[src/logic/pmc_defines.vh]
// Constants and behaviour summary for the operating mode controller.
// How it works
// - Active mode enables instruction fetch and execution.
// - Halt instruction moves active into standby.
// - Armed sleep write moves active into sleep.
// - Port A reset combination forces reset state.
// - Standby keeps peripheral clock enables running.
// - Standby gates only the instruction clock.
// - Standby freezes registers, RAM and pins not carrying an alternate function.
// - Any reset or enabled interrupt ends standby.
// - Port B pin 0 may carry 2 kHz tap.
// - Port B pin 1 may carry 32 kHz tap.
// - Port B pin 2 may carry 1 kHz tap.
// - Port B pins: in/out, push-pull/open-drain, pin3 PWM.
// - Strobe shows reset state, pulses on port B writes.
// - Port A feeds test variables and event counters.
// - Sleep stops oscillator; only reset input lives.
// - Wake-up clears sleep bit, keeps arm latch.
// - Standby lets level measurement finish first.
`ifndef PMC_DEFINES_VH
`define PMC_DEFINES_VH

// ----------------------------------------------------------------------
// Timing
// ----------------------------------------------------------------------
`define PMC_CLK_HZ          10000000
`define PMC_SYS_HZ          32768
// Core cycles per half period of the 32 kHz tap: CLK_HZ / (2 * SYS_HZ),
// rounded down.
`define PMC_SYS_DIV         8'h98
`define PMC_DIV_W           8
// Prescaler taps: bit index of a counter advanced on every second tick, once per 32 kHz period.
`define PMC_TAP_2KHZ_BIT    3
`define PMC_TAP_1KHZ_BIT    4
`define PMC_PRE_W           5

// ----------------------------------------------------------------------
// Port B output source selects
// ----------------------------------------------------------------------
`define PMC_PBSEL_DATA      2'h0
`define PMC_PBSEL_ALT       2'h1

`endif

[src/logic/pmc_sync.v]
// Two-flip-flop synchroniser for a vector of pin inputs.
`timescale 1ns/1ps
`default_nettype none
module pmc_sync #(
    parameter W = 4
) (
    // Clock and reset
    input  wire         clk,
    input  wire         rst,
    // Data
    input  wire [W-1:0] d,
    output wire [W-1:0] q
);
    reg [W-1:0] meta_reg;
    reg [W-1:0] sync_reg;

    always @(posedge clk) begin
        if (rst) begin
            meta_reg <= {W{1'b0}};
            sync_reg <= {W{1'b0}};
        end else begin
            meta_reg <= d;
            sync_reg <= meta_reg;
        end
    end

    assign q = sync_reg;
endmodule // pmc_sync
`default_nettype wire

[src/logic/pmc_pin_drv.v]
// One port B pin driver: source select, direction and driver style.
`timescale 1ns/1ps
`default_nettype none
module pmc_pin_drv (
    // Clock and reset
    input  wire clk,
    input  wire rst,
    // Control
    input  wire hold,
    input  wire hiz,
    input  wire alt_sel,
    input  wire alt_val,
    input  wire data_val,
    input  wire is_out,
    input  wire open_drain,
    // Pin
    output reg  pin_o,
    output reg  pin_oe
);
    reg val;

    always @* begin
        val = alt_sel ? alt_val : data_val;
    end

    always @(posedge clk) begin
        if (rst) begin
            pin_o  <= 1'b0;
            pin_oe <= 1'b0;
        end else if (hiz) begin
            pin_o  <= 1'b0;
            pin_oe <= 1'b0;
        end else if (!hold) begin
            // An open-drain driver only ever pulls low.
            pin_o  <= open_drain ? 1'b0 : val;
            pin_oe <= is_out & (open_drain ? ~val : 1'b1);
        end
    end
endmodule // pmc_pin_drv
`default_nettype wire

[src/logic/pmc_mode_ctrl.v]
// Operating mode controller: active, standby, sleep and reset state.
`timescale 1ns/1ps
`default_nettype none
`include "pmc_defines.vh"
module pmc_mode_ctrl (
    // Clock and reset
    input  wire       CORE_CLK,
    input  wire       RST,
    // Reset sources
    input  wire       POR,
    input  wire       RESET_PIN,
    input  wire       PORTA_RESET_REQ,
    input  wire       SYS_RESET_REQ,
    // Core requests
    input  wire       HALT_EXEC,
    input  wire       SLEEP_WRITE,
    input  wire       SLEEP_ARM_WRITE,
    input  wire       SLEEP_ARM_VALUE,
    input  wire       IRQ_PENDING,
    input  wire       LEVEL_MEAS_BUSY,
    // Port B control
    input  wire [3:0] PORT_B_DATA,
    input  wire [3:0] PORT_B_DIR_OUT,
    input  wire [3:0] PORT_B_OPEN_DRAIN,
    input  wire [3:0] PORT_B_ALT_SEL,
    input  wire       PWM_IN,
    input  wire       PORT_B_WRITE,
    // Port A pins
    input  wire [3:0] PORT_A_IN,
    // Mode outputs
    output reg        EXEC_CLK_EN,
    output reg        PERIPH_CLK_EN,
    output reg        OSC_EN,
    output reg        STATE_HOLD,
    output reg        LEVEL_DET_EN,
    output reg        CPU_RESET,
    output reg        SLEEP_FLAG,
    output reg        SLEEP_ARM_LATCH,
    output reg        STANDBY,
    // Pins
    output reg        STROBE,
    output wire [3:0] PORT_B_O,
    output wire [3:0] PORT_B_OE,
    // Port A functions
    output reg        BRANCH_TEST_VARIABLE1,
    output reg        BRANCH_TEST_VARIABLE2,
    output reg        EVENT_COUNT_IN0,
    output reg        EVENT_COUNT_IN3
);
    // ------------------------------------------------------------------
    // States
    // ------------------------------------------------------------------
    localparam [3:0] ST_RESET   = 4'h1;
    localparam [3:0] ST_ACTIVE  = 4'h2;
    localparam [3:0] ST_STANDBY = 4'h4;
    localparam [3:0] ST_SLEEP   = 4'h8;

    // The divider wraps once per half period of the 32 kHz tap. The count is
    // rounded down, so the taps run slightly fast; timing that relies on an
    // exact 32768 Hz must allow for that.
    localparam [`PMC_DIV_W-1:0] DIV_LAST = `PMC_SYS_DIV - 8'h01;

    reg [3:0]            state_reg;
    reg [3:0]            state_next;
    reg [`PMC_DIV_W-1:0] div_reg;
    reg                  clk32_reg;
    reg [`PMC_PRE_W-1:0] pre_reg;
    reg                  arm_reg;
    reg                  meas_done_reg;

    wire [3:0] pa_s;
    wire [1:0] rst_s;
    wire       tick;
    wire       any_reset;
    wire       sleeping;

    // ------------------------------------------------------------------
    // Pin synchronisers
    // ------------------------------------------------------------------
    // The reset pin and the port A combination come from outside the clock
    // domain, so they pass two flip-flops first. Power-on reset and the
    // system reset request are made on this clock and are used directly.
    pmc_sync #(.W(4)) u_sync_pa (
        .clk (CORE_CLK),
        .rst (RST),
        .d   (PORT_A_IN),
        .q   (pa_s)
    );

    pmc_sync #(.W(2)) u_sync_rst (
        .clk (CORE_CLK),
        .rst (RST),
        .d   ({RESET_PIN, PORTA_RESET_REQ}),
        .q   (rst_s)
    );

    assign any_reset = POR | rst_s[1] | rst_s[0] | SYS_RESET_REQ;
    assign sleeping  = (state_reg == ST_SLEEP);

    // ------------------------------------------------------------------
    // System clock divider and prescaler taps
    // ------------------------------------------------------------------
    // Divider, tap and prescaler all stop while asleep, so a wake-up starts
    // the taps from a known phase.
    assign tick = (div_reg == DIV_LAST);

    always @(posedge CORE_CLK) begin
        if (RST || sleeping) begin
            // The oscillator is stopped while asleep.
            div_reg   <= {`PMC_DIV_W{1'b0}};
            clk32_reg <= 1'b0;
            pre_reg   <= {`PMC_PRE_W{1'b0}};
        end else if (tick) begin
            div_reg   <= {`PMC_DIV_W{1'b0}};
            clk32_reg <= ~clk32_reg;
            if (clk32_reg) begin
                pre_reg <= pre_reg + 1'b1;
            end
        end else begin
            div_reg <= div_reg + 1'b1;
        end
    end

    // ------------------------------------------------------------------
    // Mode state machine
    // ------------------------------------------------------------------
    // Priority in active mode is reset, then an armed sleep write, then halt.
    // Requests outside their mode are ignored; there is no error indication.
    always @* begin
        state_next = state_reg;
        case (state_reg)
            ST_RESET: begin
                if (!any_reset) begin
                    state_next = ST_ACTIVE;
                end
            end
            ST_ACTIVE: begin
                if (any_reset) begin
                    state_next = ST_RESET;
                end else if (SLEEP_WRITE && arm_reg) begin
                    state_next = ST_SLEEP;
                end else if (HALT_EXEC) begin
                    state_next = ST_STANDBY;
                end
            end
            ST_STANDBY: begin
                if (any_reset) begin
                    state_next = ST_RESET;
                end else if (IRQ_PENDING) begin
                    state_next = ST_ACTIVE;
                end
            end
            ST_SLEEP: begin
                // Only a reset source can wake the device.
                if (any_reset) begin
                    state_next = ST_RESET;
                end
            end
            default: begin
                state_next = ST_RESET;
            end
        endcase
    end

    always @(posedge CORE_CLK) begin
        if (RST) begin
            state_reg <= ST_RESET;
        end else begin
            state_reg <= state_next;
        end
    end

    // ------------------------------------------------------------------
    // Sleep arm latch and sleep flag
    // ------------------------------------------------------------------
    // The arm latch is cleared only by power-on reset (POR or RST) or a write
    // of 0, so software can tell a wake-up from a power-up.
    always @(posedge CORE_CLK) begin
        if (RST || POR) begin
            arm_reg <= 1'b0;
        end else if (SLEEP_ARM_WRITE) begin
            arm_reg <= SLEEP_ARM_VALUE;
        end
    end

    // The flag clears on the edge that leaves sleep, whichever reset woke it.
    always @(posedge CORE_CLK) begin
        if (RST) begin
            SLEEP_FLAG      <= 1'b0;
            SLEEP_ARM_LATCH <= 1'b0;
        end else begin
            SLEEP_ARM_LATCH <= arm_reg;
            if (state_next == ST_SLEEP) begin
                SLEEP_FLAG <= 1'b1;
            end else if (sleeping && state_next != ST_SLEEP) begin
                SLEEP_FLAG <= 1'b0;
            end
        end
    end

    // ------------------------------------------------------------------
    // Level detector: a measurement under way completes in standby
    // ------------------------------------------------------------------
    // The done flag keeps the detector off once the running measurement ends,
    // even if a new one is requested while the core is halted.
    always @(posedge CORE_CLK) begin
        if (RST) begin
            meas_done_reg <= 1'b0;
        end else if (state_next != ST_STANDBY) begin
            meas_done_reg <= 1'b0;
        end else if (!LEVEL_MEAS_BUSY) begin
            meas_done_reg <= 1'b1;
        end
    end

    // ------------------------------------------------------------------
    // Mode outputs
    // ------------------------------------------------------------------
    // Mode outputs are registered from the next state, so they change at the
    // same edge as the state and never glitch.
    always @(posedge CORE_CLK) begin
        if (RST) begin
            EXEC_CLK_EN   <= 1'b0;
            PERIPH_CLK_EN <= 1'b0;
            OSC_EN        <= 1'b1;
            STATE_HOLD    <= 1'b0;
            LEVEL_DET_EN  <= 1'b0;
            CPU_RESET     <= 1'b1;
            STANDBY       <= 1'b0;
        end else begin
            EXEC_CLK_EN   <= (state_next == ST_ACTIVE);
            PERIPH_CLK_EN <= (state_next == ST_ACTIVE) ||
                             (state_next == ST_STANDBY);
            OSC_EN        <= (state_next != ST_SLEEP);
            STATE_HOLD    <= (state_next == ST_STANDBY);
            LEVEL_DET_EN  <= (state_next == ST_ACTIVE) ||
                             ((state_next == ST_STANDBY) &&
                              LEVEL_MEAS_BUSY && !meas_done_reg);
            CPU_RESET     <= (state_next == ST_RESET) ||
                             (state_next == ST_SLEEP);
            STANDBY       <= (state_next == ST_STANDBY);
        end
    end

    // ------------------------------------------------------------------
    // Strobe and port A functions
    // ------------------------------------------------------------------
    // The strobe stays high for the whole reset or sleep state and adds one
    // cycle for every port B write.
    // Port A functions come through the synchroniser, so they lag the pins
    // by three cycles in all.
    always @(posedge CORE_CLK) begin
        if (RST) begin
            STROBE                <= 1'b1;
            BRANCH_TEST_VARIABLE1 <= 1'b0;
            BRANCH_TEST_VARIABLE2 <= 1'b0;
            EVENT_COUNT_IN0       <= 1'b0;
            EVENT_COUNT_IN3       <= 1'b0;
        end else begin
            STROBE <= (state_next == ST_RESET) || (state_next == ST_SLEEP) ||
                      PORT_B_WRITE;
            // Port A inputs are dead while asleep.
            BRANCH_TEST_VARIABLE1 <= pa_s[0] & ~sleeping;
            BRANCH_TEST_VARIABLE2 <= pa_s[1] & ~sleeping;
            EVENT_COUNT_IN0       <= pa_s[0] & ~sleeping;
            EVENT_COUNT_IN3       <= pa_s[3] & ~sleeping;
        end
    end

    // ------------------------------------------------------------------
    // Port B drivers
    // ------------------------------------------------------------------
    // In standby a pin keeps its last value unless it carries an alternate
    // function: the taps and the PWM keep running like the other peripherals.
    // In sleep every pin is released.
    wire [3:0] alt_val;

    assign alt_val = {PWM_IN,
                      pre_reg[`PMC_TAP_1KHZ_BIT],
                      clk32_reg,
                      pre_reg[`PMC_TAP_2KHZ_BIT]};

    genvar gi;
    generate
        for (gi = 0; gi < 4; gi = gi + 1) begin : g_pb
            pmc_pin_drv u_drv (
                .clk        (CORE_CLK),
                .rst        (RST),
                .hold       (STATE_HOLD & ~PORT_B_ALT_SEL[gi]),
                .hiz        (sleeping),
                .alt_sel    (PORT_B_ALT_SEL[gi]),
                .alt_val    (alt_val[gi]),
                .data_val   (PORT_B_DATA[gi]),
                .is_out     (PORT_B_DIR_OUT[gi]),
                .open_drain (PORT_B_OPEN_DRAIN[gi]),
                .pin_o      (PORT_B_O[gi]),
                .pin_oe     (PORT_B_OE[gi])
            );
        end
    endgenerate
endmodule // pmc_mode_ctrl
`default_nettype wire

[config.mk]
export PLATFORM = sky130hd
export DESIGN_NAME = pmc_mode_ctrl
export DESIGN_NICKNAME = d
export VERILOG_FILES = /design/src/logic/pmc_sync.v /design/src/logic/pmc_pin_drv.v /design/src/logic/pmc_mode_ctrl.v
export VERILOG_INCLUDE_DIRS = /design/src /design/src/logic
export SDC_FILE = /design/constraint.sdc
export NUM_CORES = 1
export LEC_CHECK = 0
export ABC_AREA = 1
export BUFFER_PORTS_ARGS = -buffer_cell sky130_fd_sc_hd__buf_2
export CAP_MARGIN = 25
export CORE_UTILIZATION = 46
export DETAILED_ROUTE_END_ITERATION = 12
export PLACE_DENSITY = 0.71
export SLEW_MARGIN = 20
export SYNTH_ARGS = -nofsm -noshare
export SYNTH_HDL_FRONTEND = slang
export SYNTH_HIERARCHICAL = 1
export SYNTH_SLANG_ARGS = --single-unit
export TNS_END_PERCENT = 100
[constraint.sdc]
create_clock -name CORE_CLK -period 1.4 [get_ports CORE_CLK]
set_input_delay 0.28 -clock CORE_CLK [delete_from_list [all_inputs] [get_ports CORE_CLK]]
set_output_delay 0.28 -clock CORE_CLK [all_outputs]
set_load 0.02 [all_outputs]
==> metrics.txt, run 1 <==
Initial DRT Pass Iterations=4; type of element launching the critical path=flip-flop; die span in x=roughly 68 um; Setup violations, final=0; gr usage total=17.6%; max FFs per register=8; Via-to-Cell Ratio=4.57; area post-placement=0.00235 sq mm; max-slew violation total from the final report=0; post-route cell area=0.00256 sq mm; cell chosen for the clock root=clkbuf_8; Yosys warning count=6; Antenna Diode Count=0; top routing layer in use=met4; Fillers=377; pre-CTS WS=between 0.05 and 0.06 ns; depth of the CTS H-tree=2; number of max-cap violations=0; run status=finished clean; number of nets in the final layout=366; maximum root-to-sink buffer count=2; via count of the first global-routing pass=1437; transition time of the tightest slew-check pin=0.321 ns; Port Buffers=54; count of placed standard cells in the final layout, fillers left out=380; Total Die Area=between 0.004 and 0.005 sq mm; Final Skew=0.00651 ns; WL per Instance=10.2 um; length of routed wiring on met1=1760 um; data arrival time of the critical path=1.56 ns; average footprint of a synthesized cell=7.66 sq um; count of antenna-violating nets left after detailed routing=0; Skew-Pair Late Insertion Delay=0.30 ns; final setup margin=0.0779 ns; half-perimeter wire length after placement=2810 um; fmax=approximately 760 MHz; period utilisation layout=roughly 94%; sum of met3 wire segment lengths after detailed routing=170 um; number of design-rule violations left by the first detailed-router iteration=91; type of element capturing the critical path=flip-flop; Final Hold Vio Count=0; number of cell rows=23; WL met2=1880 um; post-synthesis to final-layout area growth=27.1%; Max rail drop VDD=0.767 mV; total wirelength of the detailed-routed design=3880 um; Final Hold Slack=0.157 ns; effective utilization at floorplan=49.0%; height of the chip=68.2 um; static leakage=1.28 nW; power per unit of standard cell area=around 1100 mW/mm^2; antenna violations before repair=0; DRC violations left=0; crit path kind=flip-flop to flip-flop; core box area=just over 0.004 sq mm; clk slew on worst S/H paths=0.09 ns; Remaining Overflow, GRT=0; Worst Path Max Fanout=4; number of top-level design ports=56; fraction of layout instances using a drive strength above 1=30.0%; slew margin rel.=78.6%; sink count of the clock tree=50; Syn Nets=299; clock buffers created by TritonCTS=5; setup repair after global routing missed its margin=true; synthesized netlist cell count=263; time the final worst path needs with I/O delays and setup=1.32 ns; utilization after layout=62.2%; clock tree from TritonCTS=built; required time of the critical path=1.64 ns; first-pass GRT wire length=5890 um; via count of the routed design=approximately 1.7k; hold crit path type=primary input to flip-flop; number of placed cells counting well taps=368; post-synthesis cell area=0.00201 sq mm; final weighted congestion in routability-driven placement=0.799; hold buffer count at cts=0; largest net degree at the start of global routing=17
-- layout by cell type, fill, tap and decap left out, types with 3 or more instances in the layout --
cell type,count
a21oi_1,19
buf_4,8
nor2_2,6
nor2_1,37
buf_2,54
nand3_1,16
nor3_1,3
o21ai_0,11
nand2_1,30
clkbuf_8,6
xor2_1,3
inv_1,53
dfxtp_1,45
nand3b_1,6
nand2_2,8
dfxtp_2,3
-- per-layer routing --
layer	GRT usage (%)	up-vias
li1	-	937
met1	20.3	754
met2	29.0	39
met3	5.50	6
met4	8.59	0
met5	0	-
-- what timing repair did --
| action | 4_1_cts | 5_1_grt |
|---|---|---|
| resized for setup | 0 | 21 |
| setup buffers | 0 | 5 |
| endpoints found under the setup margin | 0 | 10 |
-- power breakdown --
group,leakage [nW],total [mW],switching (mW),internal [mW]
registers,0.411,1.48,0.0200,1.46
logic,0.812,0.232,0.131,0.100
clock network,0.0573,1.02,0.445,0.572
total,1.28,2.73,0.596,2.13
-- final cells by class --
cell class	instances	area, sq um	share of cell area (%)
flip-flops and latches	50	1010	39.5
repair buffers	63	342	13.3
clock inverters	1	30.0	1.17
inverters	55	206	8.06
clock buffers	6	82.6	3.22
well taps	50	62.6	2.44
multi-input cells	155	826	32.2
-- final timing paths --
check                               startpoint                          to  slack [ns]  cells after the start
max reg2reg            state_reg[3]$_SDFF_PP0_  meas_done_reg$_SDFFE_PP0N_        0.08                      7
min                                        POR        arm_reg$_SDFFE_PP0P_        0.16                      2
max                    state_reg[3]$_SDFF_PP0_  meas_done_reg$_SDFFE_PP0N_        0.08                      7
min reg2reg  u_sync_rst/meta_reg[0]$_SDFF_PP0_  u_sync_rst/q[0]$_SDFF_PP0_        0.40                      2
-- worst max-delay path, stage by stage (launching register included) --
cell     delay, ns
dfxtp_4       0.37
nor2_4        0.14
nand2_1       0.10
nand2_2       0.09
nor2_2        0.06
nor3_4        0.27
nand2_2       0.14
nor2_2        0.09
-- metrics by stage --
stage	TNS [ns]	power, mW
6_report	0	2.73
5_1_grt	-0.0627	2.86
4_1_cts	0	2.75
3_5_place_dp	0	1.74
3_3_place_gp	0	1.73
2_1_floorplan	0	1.64
No activity file was read; power rests on OpenSTA's default activity.
==> inputs of run 2 (changes only) <==
- CAP_MARGIN: 25 -> 20
- CORE_UTILIZATION: 46 -> 47
- PLACE_DENSITY: 0.71 -> 0.72
- SYNTH_HIERARCHICAL: 1 -> not set
==> metrics.txt, run 2 <==
most frequent standard cell in the layout excluding fill and tap cells=nand2_1; effective utilization at floorplan=49.3% (+0.34 points); post-synth top area cell=dfxtp_1; fmax=775 MHz (+2.5%); transition time of the tightest slew-check pin=0.288 ns (-0.0323 ns); average footprint of a synthesized cell=7.66 sq um (about the same); Critical Path Slowest Stage Cell=dfxtp_1; crit path kind=flip-flop to flip-flop; type of element capturing the critical path=flip-flop; post-route cell area=0.00258 sq mm (+0.68%); Final Hold Vio Count=0 (unchanged); Port Buffers=54 (unchanged); run status=finished clean; required time of the critical path=1.60 ns (-0.04 ns); cell chosen for the clock root=clkbuf_8; share of power burned in registers=54.0% (-0.3 points); switching power share of the total=23.6% (+1.7 points); half-perimeter wire length after placement=2860 um (+1.8%); number of enable flip-flop cells after synthesis=0; final setup margin=0.110 ns (+0.0320 ns); number of max-cap violations=0 (unchanged); Setup violations, final=0 (unchanged); final weighted congestion in routability-driven placement=0.830 (+3.9%); clk slew on worst S/H paths=0.09 ns (about the same); Total Die Area=0.00487 sq mm (+4.8%); fraction of layout instances using a drive strength above 1=28.8% (-1.2 points); antenna violations before repair=0 (unchanged); NetSw=0.647 mW (+8.5%); max FFs per register=8 (unchanged); count of antenna-violating nets left after detailed routing=0 (unchanged); number of cell rows=24 (+4.3%); Antenna Diode Count=0 (unchanged); via count of the routed design=1788 (+3.0%); Yosys warning count=0 (-6); data arrival time of the critical path=1.49 ns (-0.07 ns); Skew-Pair Late Insertion Delay=0.31 ns (about the same); power per unit of standard cell area=1060 mW/mm^2 (about the same); first-pass GRT wire length=6590 um (+12%); WL per Instance=9.59 um (-6.0%); time the final worst path needs with I/O delays and setup=1.29 ns (-0.0320 ns); sink count of the clock tree=50 (unchanged); count of placed standard cells in the final layout, fillers left out=389 (+2.4%); crit-path most repeated cell=inv_2; distinct cell type count after synthesis=28; period utilisation layout=92.1% (-2.3 points); number of top-level design ports=56 (unchanged); depth of the CTS H-tree=2 (unchanged); maximum root-to-sink buffer count=2 (unchanged); number of design-rule violations left by the first detailed-router iteration=67 (-26%); top cells by area, synth=dfxtp_1, nand2_1, inv_1; die span in x=69.8 um (+2.4%); critical path buffer and inverter count=2 (+2); setup repair after global routing missed its margin=true; clock network power share=37.9% (+0.7 points); Largest stage delay, worst path=0.37 ns (about the same); via count of the first global-routing pass=1647 (+15%); number of nets in the final layout=372 (+1.6%); sequential area share after synthesis=46.3%; number of flip-flops and latches in the synthesized netlist=50; post-synthesis cell area=0.00216 sq mm (+7.3%); number of placed cells counting well taps=381 (+3.5%); Final Skew=0.00861 ns (+0.00210 ns); Syn Nets=318 (+6.4%); type of element launching the critical path=flip-flop; total wirelength of the detailed-routed design=3730 um (-3.8%); pre-CTS WS=0.0529 ns (-0.00127 ns); Worst Path Max Fanout=11 (+7); slew margin rel.=80.8% (+2.2 points); portion of synthesized cell area occupied by the leading cell type=~46%; FFs w/ async S/R, synth=0%; static leakage=1.29 nW (+0.40%); number of post-CTS setup repair buffers=0 (unchanged); clock tree from TritonCTS=built; commonest cells after routing, fill and taps aside=nand2_1, buf_2, dfxtp_1; cell chain of the critical path=nor2_2 -> nand3_2 -> inv_2 -> nor2_8 -> inv_2 -> nor3_1; Crit path max-delay family=simple AND/OR/NAND/NOR gates; synthesized netlist cell count=282 (+7.2%); Remaining Overflow, GRT=0 (unchanged); hold crit path type=primary input to flip-flop; most instantiated cells after synthesis=nand2_1, dfxtp_1, inv_1; Max rail drop VDD=0.586 mV (-24%); most numerous cell in the Yosys netlist=nand2_1; area post-placement=0.00245 sq mm (+4.0%); clock buffers created by TritonCTS=5 (unchanged); height of the chip=69.8 um (+2.4%); power share of the combinational group=8.1% (-0.4 points); DRC violations left=0 (unchanged); largest net degree at the start of global routing=18 (+1); gr usage total=17.2% (-0.32 points); most used flip-flop cell after synthesis=dfxtp_1; max-slew violation total from the final report=0 (unchanged); core box area=0.00438 sq mm (+6.5%); Via-to-Cell Ratio=4.60 (+0.61%); post-synthesis to final-layout area growth=19.3%; total internal power=2.10 mW (-1.6%); Initial DRT Pass Iterations=4 (unchanged)
==> run 2: metrics by stage <==
step	TNS (ns)	total power [mW]	utilization [%]	hold slack [ns]
final	0	2.75	58.8	0.142
after global routing	-0.0141	2.86	58.8	0.142
after CTS	0	2.78	58.4	0.133
after detailed placement	0	1.74	55.8	0.392
after global placement	0	1.73	55.8	0.390
after floorplan	0	1.67	-	0.359
==> run 2: kinds of logic after synthesis <==
group                      Yosys count  synth area share [%]
and+or+nand+nor                    134                  28.4
buffers and inverters               64                  13.3
DFF                                 50                  46.3
AOI/OAI and AO/OA                   24                  7.59
xor gates and xnor gates             7                  2.84
adders and majority gates            2                  1.16
muxes                                1                 0.463
==> run 2: cell type report <==
type                       count  area (sq um)
fill                         412          1810
inverter                      51           191
tap                           52          65.1
multi-input combinational    168           888
clock buffer                   5          68.8
sequential                    50          1000
timing repair buffer          60           315
clock inverter                 3          47.5
==> run 2: power groups by stage <==
stage / combinational, mW / clock (mW) / sequential [mW]
floorplan: 0.143 / 0 / 1.52
global placement: 0.220 / 0 / 1.51
detailed placement: 0.226 / 0 / 1.52
CTS: 0.226 / 1.07 / 1.48
global route: 0.252 / 1.12 / 1.49
finish: 0.224 / 1.04 / 1.48
==> run 2: metal layers <==
| layer | vias to the layer above | part of all wire (%) | track usage, % |
|---|---|---|---|
| met2 | 38 | 50 | 29.9 |
| met3 | 6 | 5.0 | 6.10 |
| met4 | 0 | 1.7 | 6.67 |
| met5 | - | 0 | 0 |
| li1 | 949 | - | - |
| met1 | 795 | 43 | 19.2 |
==> run 2: timing repair <==
action | CTS | global route
resized for setup | 0 | 6
endpoints found under the setup margin | 0 | 10
hold buffers | 0 | 0
==> run 2: path summary, 6_finish.rpt <==
| path | startpoint | endpoint | slack (ns) | cells after the start |
|---|---|---|---|---|
| worst min-delay path | POR | arm_reg$_SDFFE_PP0P_ | 0.14 | 2 |
| worst max register to register | state_reg[1]$_SDFF_PP0_ | g_pb[2].u_drv.pin_oe$_SDFFE_PP0N_ | 0.11 | 6 |
| worst max-delay path | state_reg[1]$_SDFF_PP0_ | g_pb[2].u_drv.pin_oe$_SDFFE_PP0N_ | 0.11 | 6 |
| worst min register to register | u_sync_pa.meta_reg[0]$_SDFF_PP0_ | u_sync_pa.q[0]$_SDFF_PP0_ | 0.40 | 2 |
==> inputs of run 3 (changes only) <==
- GPL_TIMING_DRIVEN: not set -> 0
- SETUP_SLACK_MARGIN: not set -> 0.2
==> metrics.txt, run 3 (synthesis results as in run 2) <==
run status=finished clean; share of power burned in registers=57.2% (+3.2 points); number of placed cells counting well taps=387 (+1.6%); critical register-to-register path startpoint=div_reg[0]$_SDFF_PP0_; first-pass GRT wire length=6290 um (-4.5%); maximum root-to-sink buffer count=2 (unchanged); clock network power share=32.6% (-5.3 points); hold-critical path depth=2 (unchanged); hold buffer count at cts=0 (unchanged); half-perimeter wire length after placement=2700 um (-5.4%); commonest cells after routing, fill and taps aside=buf_2, nand2_1, nor2_1; type of element capturing the critical path=flip-flop; gr usage total=16.2% (-1.1 points); hold crit path type=primary input to flip-flop; number of design-rule violations left by the first detailed-router iteration=69 (+3.0%); transition time of the tightest slew-check pin=0.363 ns (+0.0752 ns); Final Skew=0.00512 ns (-0.00348 ns); Setup violations, final=0 (unchanged); Initial DRT Pass Iterations=4 (unchanged); number of max-cap violations=0 (unchanged); Largest stage delay, worst path=0.36 ns (about the same); antenna violations before repair=0 (unchanged); largest net degree at the start of global routing=15 (-3); Via-to-Cell Ratio=4.57 (-0.52%); count of antenna-violating nets left after detailed routing=0 (unchanged); Worst Path Max Fanout=6 (-5); power per unit of standard cell area=923 mW/mm^2 (-13%); height of the chip=69.8 um (unchanged); final weighted congestion in routability-driven placement=0.800 (-3.6%); data arrival time of the critical path=1.48 ns (about the same); slew margin rel.=75.8% (-5.0 points); setup repair after global routing missed its margin=true; switching power share of the total=23.6% (about the same); via count of the routed design=1829 (+2.3%); period utilisation layout=92.1% (about the same); Worst Min Path Start=POR; Skew-Pair Late Insertion Delay=0.30 ns (about the same); number of top-level design ports=56 (unchanged); WHS Endpoint=arm_reg$_SDFFE_PP0P_; post-synthesis to final-layout area growth=29.9%; static leakage=1.36 nW (+5.7%); number of nets in the final layout=383 (+3.0%); Register-to-Register Path Depth=8 (+2); Antenna Diode Count=0 (unchanged); clock buffers created by TritonCTS=5 (unchanged); Fillers=390 (-5.3%); cell chosen for the clock root=clkbuf_8; total internal power=1.98 mW (-5.7%); time the final worst path needs with I/O delays and setup=1.29 ns (-0.000603 ns); fmax=776 MHz (about the same); crit path kind=flip-flop to flip-flop; Sequential cell area=0.00102 sq mm (+2.2%); Total Negative Setup Slacks=0 ns (unchanged); crit-path most repeated cell=inv_4; effective utilization at floorplan=49.3% (unchanged); total wirelength of the detailed-routed design=3950 um (+6.0%); minimum setup slack among reg-to-reg paths=0.11 ns (about the same); via count of the first global-routing pass=1547 (-6.1%); most frequent standard cell in the layout excluding fill and tap cells=buf_2; WL per Instance=9.89 um (+3.1%); max FFs per register=8 (unchanged); clk slew on worst S/H paths=0.08 ns (about the same); Critical Path Slowest Stage Cell=dfxtp_2; Final Hold Vio Count=0 (unchanged); clock tree from TritonCTS=built; max-slew violation total from the final report=0 (unchanged); required time of the critical path=1.59 ns (about the same); DRC violations left=0 (unchanged); multi-input logic area=996 sq um (+12%); Port Buffers=53 (-1.9%); count of placed standard cells in the final layout, fillers left out=400 (+2.8%); die span in x=69.8 um (unchanged); power share of the combinational group=10.2% (+2.1 points); type of element launching the critical path=flip-flop; Max rail drop VDD=0.668 mV (+14%); NetSw=0.610 mW (-5.6%); Remaining Overflow, GRT=0 (unchanged); Total Die Area=0.00487 sq mm (unchanged); depth of the CTS H-tree=2 (unchanged); cell chain of the critical path=ha_4 -> nand2_4 -> inv_4 -> nand3_4 -> nor2_4 -> inv_4 -> nor2_2 -> nor2_1; fraction of layout instances using a drive strength above 1=42.5% (+14 points); reg-to-reg endpoint=pre_reg[1]$_SDFFE_PP0P_; number of cell rows=24 (unchanged); core box area=0.00438 sq mm (unchanged); sink count of the clock tree=50 (unchanged)
==> run 3: area by class of cell <==
cell class | count | area share (%)
repair buffers | 58 | 11.5
clock inverters | 1 | 0.178
plain buffers | 13 | 3.66
clock buffers | 7 | 3.08
multi-input cells | 168 | 35.5
flip-flops and latches | 50 | 36.5
well taps | 52 | 2.32
inverters | 51 | 7.27
==> run 3: worst max-delay path by stage <==
stage,from,end,slack (ns),depth (start not counted)
floorplan,div_reg[0]$_SDFF_PP0_,div_reg[6]$_SDFF_PP0_,0.21,9
global placement,POR,state_reg[1]$_SDFF_PP0_,0.09,8
detailed placement,POR,EXEC_CLK_EN$_SDFF_PP0_,0.1,8
CTS,div_reg[0]$_SDFF_PP0_,pre_reg[1]$_SDFFE_PP0P_,0.15,8
global route,div_reg[1]$_SDFF_PP0_,pre_reg[1]$_SDFFE_PP0P_,0.04,8
finish,div_reg[0]$_SDFF_PP0_,pre_reg[1]$_SDFFE_PP0P_,0.11,8
==> run 3: repair_timing <==
item                       CTS  global route
setup endpoints to repair   26            35
setup buffers                2             3
hold endpoints to repair     0             0
pin swaps                    4            13
gates resized for setup     14            55
==> run 3: power by group through the flow <==
stage          Sequential [mW]  Clock (mW)  Combinational, mW
5_1_grt                   1.49       0.937              0.293
3_5_place_dp              1.52           0              0.237
4_1_cts                   1.48       0.873              0.245
2_1_floorplan             1.52           0              0.143
3_3_place_gp              1.51           0              0.234
6_report                  1.48       0.844              0.264
==> run 3: worst max-delay path: cells and delay by family (launching register included) <==
family	cells	cell delay (ns)
flip-flops	1	0.36
AND/OR/NAND/NOR	5	0.52
adder cells (fa/ha/maj)	1	0.15
buffers and inverters	2	0.15
==> run 3: through the flow <==
step | power [mW] | utilization [%] | area (sq um) | worst slack [ns] | hold WS, ns
3_5_place_dp | 1.75 | 57.0 | 2500 | 0.0978 | 0.394
6_report | 2.59 | 64.0 | 2810 | 0.111 | 0.152
3_3_place_gp | 1.75 | 57.0 | 2500 | 0.0944 | 0.389
2_1_floorplan | 1.67 | - | 2170 | 0.215 | 0.359
5_1_grt | 2.72 | 64.0 | 2810 | 0.0394 | 0.138
4_1_cts | 2.60 | 60.4 | 2650 | 0.151 | 0.145
==> run 3: routing by layer <==
metal / global-route usage [%] / routed length [um] / vias to the layer above
met4: 7.33 / 81 / 0
met1: 19.9 / 1830 / 804
met3: 3.78 / 186 / 8
li1: - / - / 977
met2: 26.8 / 1860 / 40
met5: 0 / 0 / -
